<file path="src/shared/ards_pkg.sv">
/*
  Constants, register map and types of the ADC result DMA sequencer.
  Assumes byte-wide special-function registers selected by a small index.
*/
package ards_pkg;
  // ************************************************************
  // Register indices and reset value
  // ************************************************************
  localparam int unsigned REG_AW = 4;
  localparam logic [3:0] REG_CTRL = 4'h0;
  localparam logic [3:0] REG_CFG = 4'h1;
  localparam logic [3:0] REG_IWA = 4'h2;
  localparam logic [3:0] REG_IDT = 4'h3;
  localparam logic [3:0] REG_BND = 4'h4;
  localparam logic [3:0] REG_LIML = 4'h5;
  localparam logic [3:0] REG_LIMH = 4'h6;
  localparam logic [3:0] REG_DAL = 4'h7;
  localparam logic [3:0] REG_DAH = 4'h8;
  localparam logic [3:0] REG_DSL = 4'h9;
  localparam logic [3:0] REG_DSH = 4'hA;
  localparam logic [3:0] REG_CSL = 4'hB;
  localparam logic [3:0] REG_CSH = 4'hC;
  localparam logic [3:0] REG_ISW = 4'hD;
  localparam logic [7:0] REG_RESET = 8'h00;
  localparam logic [7:0] CTL_STORE = 8'h7F;
  localparam logic [7:0] CFG_STORE = 8'h8F;
  // ************************************************************
  // Bit positions
  // ************************************************************
  localparam int CTL_EN = 7;
  localparam int CTL_INT = 6;
  localparam int CTL_MD = 5;
  localparam int CTL_DE0 = 3;
  localparam int CTL_DOE = 2;
  localparam int CTL_DO1 = 1;
  localparam int CTL_DO0 = 0;
  localparam int CFG_CIE = 3;
  localparam int CFG_CI = 2;
  localparam int CFG_EOE = 1;
  localparam int CFG_EO = 0;
  localparam int INS_CONTINUOUS_BIT = 7;
  localparam int INS_DIFF = 6;
  localparam int INS_A1 = 5;
  localparam int INS_A0 = 4;
  localparam logic [6:0] INS_EOP = 7'h00;
  // ************************************************************
  // Steps and sizes
  // ************************************************************
  localparam int unsigned IB_DEPTH = 64;
  localparam logic [15:0] WP_STEP = 16'h0002;
  localparam logic [15:0] RPT_ONE = 16'h0001;
  localparam logic [15:0] RPT_ZERO = 16'h0000;
  localparam logic [5:0] IP_STEP = 6'h01;
  typedef enum logic [2:0] {
    ST_IDLE = 3'b000,
    ST_FETCH = 3'b001,
    ST_LOAD = 3'b010,
    ST_EXEC = 3'b011,
    ST_DRAIN = 3'b100
  } ards_state_t;
endpackage

</file>
<file path="src/hw/ards_ibuf.sv">
/*
  Instruction buffer memory: one write port, one registered read port.
  Assumes a single clock; read data lags the address by one edge.
*/
`timescale 1ns/10ps
module ards_ibuf #(
  parameter int DEPTH = 64,
  parameter int AW = 6
) (
  input wire logic clk,
  input wire logic we,
  input wire logic [AW-1:0] waddr,
  input wire logic [7:0] wdata,
  input wire logic [AW-1:0] raddr,
  output logic [7:0] rdata
);
  logic [7:0] mem [DEPTH];

  // Storage has no reset; software loads it before enabling the engine.
  always_ff @(posedge clk)
  begin
    if (we)
    begin
      mem[waddr] <= wdata;
    end
    rdata <= mem[raddr];
  end
endmodule // ards_ibuf

</file>
<file path="src/hw/ards_skid.sv">
/*
  Two-entry buffer with valid and ready on both sides.
  Assumes one clock; output data and valid come straight from flip-flops.
*/
`timescale 1ns/10ps
module ards_skid #(
  parameter int W = 32
) (
  input wire logic clk,
  input wire logic rstn,
  input wire logic in_valid,
  input wire logic [W-1:0] in_data,
  output logic in_ready,
  output logic out_valid,
  output logic [W-1:0] out_data,
  input wire logic out_ready,
  output logic empty
);
  logic sp_v;
  logic [W-1:0] sp;
  logic next_hd_v;
  logic next_sp_v;
  logic [W-1:0] next_hd;
  logic [W-1:0] next_sp;
  logic push;

  assign in_ready = !sp_v;
  assign empty = !out_valid;

  // The spare slot absorbs one word while the head is stalled.
  always_comb
  begin
    push = in_valid && !sp_v;
    next_hd_v = out_valid;
    next_hd = out_data;
    next_sp_v = sp_v;
    next_sp = sp;
    if ((out_valid && out_ready) || !out_valid)
    begin
      next_hd_v = sp_v || push;
      next_hd = sp_v ? sp : in_data;
      next_sp_v = 1'b0;
    end
    else if (push)
    begin
      next_sp_v = 1'b1;
      next_sp = in_data;
    end
  end

  // Registers only.
  always_ff @(posedge clk or negedge rstn)
  begin
    if (!rstn)
    begin
      out_valid <= 1'b0;
      sp_v <= 1'b0;
      out_data <= '0;
      sp <= '0;
    end
    else
    begin
      out_valid <= next_hd_v;
      sp_v <= next_sp_v;
      out_data <= next_hd;
      sp <= next_sp;
    end
  end
endmodule // ards_skid

</file>
<file path="src/hw/ards_top.sv">
/*
  ADC result DMA sequencer: registers, instruction sequencer, per-ADC
  holding buffers and the path to the shared data RAM write port.
  Assumes ADC result ports hold the last result and pulse done on the same
  clock; the RAM grant is high in cycles where the core leaves RAM free.
*/
// Notes on behaviour
// - Start loads instruction pointer from boundary.
// - Repeat mode: decrement count, repeat instruction.
// - At zero reload limit, advance pointer.
// - End-of-operation returns pointer to boundary.
// - Repeat mode end: continuous continues, else stop.
// - Enabled flag raises the interrupt request.
// - Completion flag set when finished and idle.
// - Second lost conversion sets overflow error.
// - Result arriving on full buffer warns.
// - Repeat overflow flag, interrupt when enabled.
// - End-of-operation flag, interrupt when enabled.
// - One-word buffer per ADC, flushed promptly.
// - No copy into buffer until flushed.
// - Further result overwrites, sets overflow error.
// - Mode bit picks list or instruction repeat.
// - List mode: count down at each 00000000b end.
// - Write pointer loads, steps two per word.
// - Codes 00000000b/10000000b are end, no data.
`timescale 1ns/10ps
module ards_top
(
  input wire logic clk,
  input wire logic rstn,
  input wire logic [ards_pkg::REG_AW-1:0] sfr_addr,
  input wire logic sfr_we,
  input wire logic [7:0] sfr_wdata,
  output logic [7:0] sfr_rdata,
  input wire logic [15:0] first_converter_data,
  input wire logic first_converter_done,
  input wire logic [15:0] second_converter_data,
  input wire logic second_converter_done,
  input wire logic ram_grant,
  output logic ram_we,
  output logic [15:0] ram_addr,
  output logic [15:0] ram_wdata,
  output logic irq
);
  import ards_pkg::*;

  // ************************************************************
  // State
  // ************************************************************
  ards_state_t state, next_state;
  logic [7:0] ctl, next_ctl, cfg, next_cfg, cur, next_cur, rd, mem_q;
  logic [5:0] ip, next_ip, bound, next_bound, iwa, next_iwa;
  logic [15:0] rpt, next_rpt, lim, next_lim, wp, next_wp, wst, next_wst, rpt_dec;
  logic [1:0] need, next_need, bv, next_bv, pd, next_pd, done;
  logic [15:0] bd [2], next_bd [2], adc [2];
  logic [31:0] f_in_data;
  logic f_in_valid, f_in_ready, f_empty, sel, running, ctl_wr, ins_end, next_irq;
  function automatic logic is_eop(input logic [7:0] q);
    is_eop = (q[6:0] == INS_EOP);
  endfunction
  assign adc[0] = first_converter_data;
  assign adc[1] = second_converter_data;
  assign done = {second_converter_done, first_converter_done};
  assign running = (state == ST_FETCH) || (state == ST_LOAD) || (state == ST_EXEC);
  assign ctl_wr = sfr_we && (sfr_addr == REG_CTRL);
  assign ins_end = (state == ST_EXEC) && (need == 2'b00);
  assign rpt_dec = rpt - RPT_ONE;
  ards_ibuf #(.DEPTH(IB_DEPTH), .AW(6)) u_ibuf (
    .clk(clk),
    .we(sfr_we && (sfr_addr == REG_IDT)),
    .waddr(iwa),
    .wdata(sfr_wdata),
    .raddr(ip),
    .rdata(mem_q)
  );
  // Stalled grants back up here, then into the holding buffers.
  ards_skid #(.W(32)) u_skid (
    .clk(clk),
    .rstn(rstn),
    .in_valid(f_in_valid),
    .in_data(f_in_data),
    .in_ready(f_in_ready),
    .out_valid(ram_we),
    .out_data({ram_addr, ram_wdata}),
    .out_ready(ram_grant),
    .empty(f_empty)
  );
  // ************************************************************
  // Next-state logic
  // ************************************************************
  // Register writes come first so that hardware setting a flag later in
  // this process wins over a software clear in the same cycle.
  always_comb
  begin
    next_state = state;
    next_ctl = ctl;
    next_cfg = cfg;
    next_cur = cur;
    next_ip = ip;
    next_bound = bound;
    next_iwa = iwa;
    next_rpt = rpt;
    next_lim = lim;
    next_wp = wp;
    next_wst = wst;
    next_need = need;
    next_bv = bv;
    next_pd = pd;
    next_bd = bd;
    if (sfr_we)
    begin
      case (sfr_addr)
        REG_CTRL: next_ctl = sfr_wdata & CTL_STORE;
        REG_CFG: next_cfg = sfr_wdata & CFG_STORE;
        REG_IWA: next_iwa = sfr_wdata[5:0];
        REG_IDT: next_iwa = iwa + IP_STEP;
        REG_BND: next_bound = sfr_wdata[5:0];
        REG_LIML: next_lim[7:0] = sfr_wdata;
        REG_LIMH: next_lim[15:8] = sfr_wdata;
        REG_DAL: next_wst[7:0] = sfr_wdata;
        REG_DAH: next_wst[15:8] = sfr_wdata;
        default: next_iwa = iwa;
      endcase
    end
    // FIRST_CONVERTER words go first when an instruction needs both and both are buffered.
    sel = !(need[0] && bv[0]);
    f_in_valid = (state == ST_EXEC) && ((need[0] && bv[0]) || (need[1] && bv[1]));
    f_in_data = {wp, bd[sel]};
    if (f_in_valid && f_in_ready)
    begin
      next_bv[sel] = 1'b0;
      next_need[sel] = 1'b0;
      next_wp = wp + WP_STEP;
    end
    // A result waits in the ADC register while the buffer is busy.
    for (int i = 0; i < 2; i++)
    begin
      if (running)
      begin
        if (pd[i] && !next_bv[i])
        begin
          next_bd[i] = adc[i];
          next_bv[i] = 1'b1;
          next_pd[i] = 1'b0;
        end
        if (done[i])
        begin
          if (!next_bv[i])
          begin
            next_bd[i] = adc[i];
            next_bv[i] = 1'b1;
          end
          else
          begin
            next_ctl[CTL_DO0 + i] = 1'b1;
            if (next_pd[i])
            begin
              next_ctl[CTL_DE0 + i] = 1'b1;
            end
            next_pd[i] = 1'b1;
          end
        end
      end
    end
    case (state)
      ST_FETCH: next_state = ST_LOAD;
      ST_LOAD:
      begin
        next_cur = mem_q;
        next_need = {mem_q[INS_A1], mem_q[INS_A0] | mem_q[INS_DIFF]};
        next_state = ST_EXEC;
      end
      ST_EXEC:
      begin
        if (ins_end)
        begin
          next_state = ST_FETCH;
          if (is_eop(cur))
          begin
            next_cfg[CFG_EO] = 1'b1;
            next_ip = bound;
            if (!cur[INS_CONTINUOUS_BIT] && ctl[CTL_MD])
            begin
              next_state = ST_DRAIN;
            end
            else if (!cur[INS_CONTINUOUS_BIT])
            begin
              next_rpt = rpt_dec;
              if (rpt_dec == RPT_ZERO)
              begin
                next_cfg[CFG_CI] = 1'b1;
                next_state = ST_DRAIN;
              end
            end
          end
          else if (ctl[CTL_MD])
          begin
            next_rpt = rpt_dec;
            if (rpt_dec == RPT_ZERO)
            begin
              next_rpt = lim;
              next_ip = ip + IP_STEP;
              next_cfg[CFG_CI] = 1'b1;
            end
          end
          else
          begin
            next_ip = ip + IP_STEP;
          end
        end
      end
      ST_DRAIN:
      begin
        if (f_empty)
        begin
          next_ctl[CTL_INT] = 1'b1;
          next_state = ST_IDLE;
        end
      end
      default: next_state = ST_IDLE;
    endcase
    // Enable writes override the sequencer: start from the top or halt.
    if (ctl_wr && sfr_wdata[CTL_EN] && (state == ST_IDLE))
    begin
      next_state = ST_FETCH;
      next_ip = bound;
      next_wp = wst;
      next_rpt = lim;
      next_need = 2'b00;
      next_bv = 2'b00;
      next_pd = 2'b00;
    end
    else if (ctl_wr && !sfr_wdata[CTL_EN])
    begin
      next_state = ST_IDLE;
      next_need = 2'b00;
      next_bv = 2'b00;
      next_pd = 2'b00;
    end
    next_irq = ctl[CTL_INT] | ctl[CTL_DE0 + 1] | ctl[CTL_DE0] |
      (ctl[CTL_DOE] & (ctl[CTL_DO1] | ctl[CTL_DO0])) |
      (cfg[CFG_CIE] & cfg[CFG_CI]) | (cfg[CFG_EOE] & cfg[CFG_EO]);
    case (sfr_addr)
      REG_CTRL: rd = ctl | {running || (state == ST_DRAIN), 7'h00};
      REG_CFG: rd = cfg;
      REG_IWA: rd = {2'b00, iwa};
      REG_BND: rd = {2'b00, bound};
      REG_LIML: rd = lim[7:0];
      REG_LIMH: rd = lim[15:8];
      REG_DAL: rd = wst[7:0];
      REG_DAH: rd = wst[15:8];
      REG_DSL: rd = wp[7:0];
      REG_DSH: rd = wp[15:8];
      REG_CSL: rd = rpt[7:0];
      REG_CSH: rd = rpt[15:8];
      REG_ISW: rd = {2'b00, ip};
      default: rd = REG_RESET;
    endcase
  end
  // ************************************************************
  // Registers
  // ************************************************************
  always_ff @(posedge clk or negedge rstn)
  begin
    if (!rstn)
    begin
      state <= ST_IDLE;
      ctl <= REG_RESET;
      cfg <= REG_RESET;
      cur <= REG_RESET;
      sfr_rdata <= REG_RESET;
      irq <= 1'b0;
      ip <= '0;
      bound <= '0;
      iwa <= '0;
      rpt <= '0;
      lim <= '0;
      wp <= '0;
      wst <= '0;
      need <= '0;
      bv <= '0;
      pd <= '0;
      bd <= '{default: '0};
    end
    else
    begin
      state <= next_state;
      ctl <= next_ctl;
      cfg <= next_cfg;
      cur <= next_cur;
      sfr_rdata <= rd;
      irq <= next_irq;
      ip <= next_ip;
      bound <= next_bound;
      iwa <= next_iwa;
      rpt <= next_rpt;
      lim <= next_lim;
      wp <= next_wp;
      wst <= next_wst;
      need <= next_need;
      bv <= next_bv;
      pd <= next_pd;
      bd <= next_bd;
    end
  end
endmodule // ards_top

</file>
<file path="config.mk">
export PLATFORM = sky130hd
export DESIGN_NAME = ards_top
export DESIGN_NICKNAME = d
export VERILOG_FILES = /design/src/shared/ards_pkg.sv /design/src/hw/ards_ibuf.sv /design/src/hw/ards_skid.sv /design/src/hw/ards_top.sv
export SDC_FILE = /design/constraint.sdc
export NUM_CORES = 1
export LEC_CHECK = 0
export ABC_AREA = 1
export ABC_CLOCK_PERIOD_IN_PS = 5000
export BUFFER_PORTS_ARGS = -buffer_cell sky130_fd_sc_hd__clkbuf_2
export CAP_MARGIN = 10
export CELL_PAD_IN_SITES_DETAIL_PLACEMENT = 1
export CELL_PAD_IN_SITES_GLOBAL_PLACEMENT = 2
export CORE_MARGIN = 8
export CORE_UTILIZATION = 40
export CTS_CLUSTER_DIAMETER = 100
export DETAILED_ROUTE_END_ITERATION = 8
export PLACE_DENSITY = 0.82
export SLEW_MARGIN = 20
export SYNTH_ARGS = -nofsm -noshare
export SYNTH_HDL_FRONTEND = slang
export SYNTH_SLANG_ARGS = --single-unit
</file>
<file path="constraint.sdc">
create_clock -name clk -period 5 [get_ports clk]
set_input_delay 1 -clock clk [delete_from_list [all_inputs] [get_ports clk]]
set_output_delay 1 -clock clk [all_outputs]
set_load 0.03 [all_outputs]
</file>
==> metrics.md <==
| Metric | Value |
|---|---|
| Outcome | completed |
| Busiest layer in global routing | met2 |
| Fin. Hold Viols | 0 |
| # setup viols final | 0 |
| First-pass GRT wire length | 148600 µm |
| Synthesized flop and latch total | 738 |
| Drt drc | 0 |
| Slew Viols, Final | 0 |
| Initial antenna violation count | 3 |
| Worst slew pin tran | 1.298 ns |
| Synth Instances | 2819 |
| Clock Root Buffer | clkbuf_16 |
| Slew HR | 0.1346 |
| Vias | 22491 |
| Netlist cell types | 52 |
| Worst skew pair latency | 0.64 ns |
| M1 GR Usage | 0.2938 |
| RR Startpoint | ip[0] |
| Met3 Use GR | 0.03409 |
| Rows | 102 |
| CP peak stage delay | 0.78 ns |
| Hold Buf Count CTS | 0 |
| Post-CTS setup repair buffer count | 0 |
| CTS sink count | 738 |
| Final HPWL DP | 65220 µm |
| Port Buffers | 91 |
| Post-Syn Area | 30930 µm² |
| Top FF cell, synth | edfxtp_1 |
| Post_cts resized | 0 |
| Setup slack, reg-to-reg | 1.76 ns |
| Syn Area/Cell | 10.97 µm² |
| Non-filler cells, final | 3990 |
| CP Max Fanout | 9 |
| Critical R2R Capture | u_ibuf.rdata[0] |
| Hold Crit Class | input port to asynchronous set/reset pin |
| VDD IR max | 0.3970 mV |
| GR Util met2 | 0.3745 |
| Routability Congestion | 0.9051 |
| DP Cell Count | 3851 |
| Post-Route Setup TNS | 0 ns |
| Max cap viols | 0 |
| Synthesis Warnings | 0 |
| CP Cell Sequence | clkbuf_2, nor2_2, inv_2, nor2_1, inv_2, nor3_1, nand2_1, nor2_1 |
| Crit. Startpoint | sfr_addr[3] |
| Clock Path Buffers | 3 |
| Fin crit share | 0.6713 |
| Clk_skew | 0.02000 ns |
| P per Cell Area | 577.2 nW/µm² |
| Pre-antenna DRT Iters | 7 |
| Fin util | 0.4568 |
| Vias in the first global route | 23790 |
| Largest net degree at the start of global routing | 227 |
| Seq/Total Area, Yosys | 0.6787 |
| Leakage | 0.01303 µW |
| CORE AREA | 76960 µm² |
| CTS tree | done |
| Post-synthesis net count | 2874 |
| Crit path DAT | 3.61 ns |
| Async SR Flop Fraction | 0.2954 |
| Layout cells sized above 1 | 0.1126 |
| Yosys top cell area share | 0.4971 |
| Initial DRC Count | 2010 |
| Grt total ovfl | 0 |
| CTS clk-pin slew, worst paths | 0.06 ns |
| DRT antenna net count | 0 |
| Routed wire per std cell | 24.70 µm |
| Cells on worst reg2reg path | 7 |
| Minimum hold slack | 0.2482 ns |
| Setup WS pre-CTS | 1.098 ns |
| Top Ports | 92 |
| Htree depth | 3 |
| Chip height | 294.1 µm |
| Die Area | 86470 µm² |
| Syn-to-layout area delta | 13.67% |
| Final wirelength | 98560 µm |
| CP max-delay cell | nor2_1 |
| CP Launch Type | input port |
| Top cell type by total area after synthesis | edfxtp_1 |
| Final WS setup | 1.644 ns |
| DR vias/cell | 5.637 |
| CP required | 5.25 ns |
| Initial Utilization | 0.4019 |
| Number of synthesized flops with an enable pin | 512 |
| Synth area leaders | edfxtp_1 50%, dfrtp_1 18%, o21ai_0 6.0% |
| Min cycle time layout | 3.356 ns |
| RSZ-0062 raised after global routing | false |
| Die W | 294.1 µm |
| Endpoint type of the worst setup path | flop |
| Critical path class | input port to flop |
| TritonCTS Buffers | 78 |
| All-Layer GR Usage | 0.2243 |
| Peak Freq | 0.2979 GHz |
| Nets | 2947 |
worst max-delay path, delay by kind of cell:
| family | cells | cell delay (ns) |
|---|---|---|
| simple gates | 5 | 2.19 |
| buf+inv | 3 | 0.39 |
registers in the layout, summed over array words and instances (netlist names):
register,cells
wp,16
u_ibuf.mem,512
u_skid.out_data,32
state,3
pd,2
irq,1
u_skid.out_valid,1
ip,6
bd,32
wst,16
cfg,5
rpt,16
bv,2
u_ibuf.rdata,8
u_skid.sp,32
lim,16
cur,8
bound,6
ctl,7
sfr_rdata,8
iwa,6
u_skid.sp_v,1
need,2
cell families after synthesis:
logic type               synth area share
AO/OA/AOI/OAI                      0.1291
XOR/XNOR                         0.004814
adder cells (fa/ha/maj)          0.002023
buffers and inverters             0.03839
flip-flops                         0.6787
multiplexers                     0.006837
AND/OR/NAND/NOR                    0.1401
layout make-up:
| cell class | instances | area (µm²) |
|---|---|---|
| fillers | 8242 | 41800 |
| flip-flops and latches | 738 | 21000 |
| multi-input cells | 1779 | 8758 |
| clock buffers | 89 | 2033 |
| well taps | 1040 | 1301 |
| repair buffers | 144 | 945.9 |
| inverters | 151 | 575.6 |
| clock inverters | 48 | 536.8 |
| diodes | 1 | 2.502 |
cell usage in the layout (no fill, tap or decap), drive strengths merged:
| master | n |
|---|---|
| o2111ai | 3 |
| o211ai | 22 |
| clkbuf | 179 |
| o311ai | 3 |
| o31ai | 1 |
| a2111oi | 1 |
| o21ai | 382 |
| o2bb2ai | 1 |
| dfxtp | 8 |
| nor3 | 14 |
| a21o | 1 |
| nand3b | 7 |
| and2 | 1 |
| xor2 | 16 |
| a211oi | 1 |
| diode | 1 |
| inv | 152 |
| xnor2 | 1 |
| nand4 | 31 |
| a22oi | 4 |
| a32oi | 1 |
| bufinv | 9 |
| nand2 | 400 |
| nor4 | 4 |
| o21bai | 2 |
| mux2 | 17 |
| nand3 | 108 |
| mux2i | 2 |
| buf | 54 |
| edfxtp | 512 |
| nor2 | 477 |
| clkinvlp | 5 |
| o22ai | 101 |
| clkinv | 33 |
| a21oi | 102 |
| ha | 5 |
| dfrtp | 218 |
| a221oi | 15 |
| o221ai | 56 |
per-stage QoR:
step	total power [µW]	cell area, µm²
floorplan	12050	30930
global placement	14290	32550
detailed placement	14470	32550
CTS	20380	35120
global route	21300	35150
finish	20290	35150
power breakdown:
group | internal (µW) | switching, µW | leakage, µW
clock network | 3400 | 2480 | 0.00125
registers | 7290 | 681 | 0.00731
logic | 1830 | 4610 | 0.00447
Yosys cell counts (all sizes together) (16+ instances only):
library cell    n
edfxtp        512
nor2          477
nand2         400
o21ai         382
dfrtp         218
inv           147
clkbuf        118
nand3         108
a21oi         102
o22ai         101
o221ai         56
buf            33
nand4          31
o211ai         22
mux2           17
xor2           16
layer usage:
| layer | wire, µm | up-vias |
|---|---|---|
| li1 | - | 10165 |
| met1 | 41840 | 11401 |
| met2 | 47530 | 729 |
| met3 | 5450 | 194 |
| met4 | 3734 | 2 |
| met5 | 11 | - |
how the worst max path moves through the flow:
stage | to | slack, ns
6_report | u_ibuf.mem[49][3] | 1.64
5_1_grt | u_ibuf.mem[41][0] | 1.52
4_1_cts | u_ibuf.mem[49][3] | 1.76
3_5_place_dp | u_ibuf.mem[49][2] | 1.10
3_3_place_gp | u_ibuf.mem[7][3] | 1.24
2_1_floorplan | u_ibuf.mem[11][0] | 2.20
Note: power is estimated with default switching activity, not from simulation.
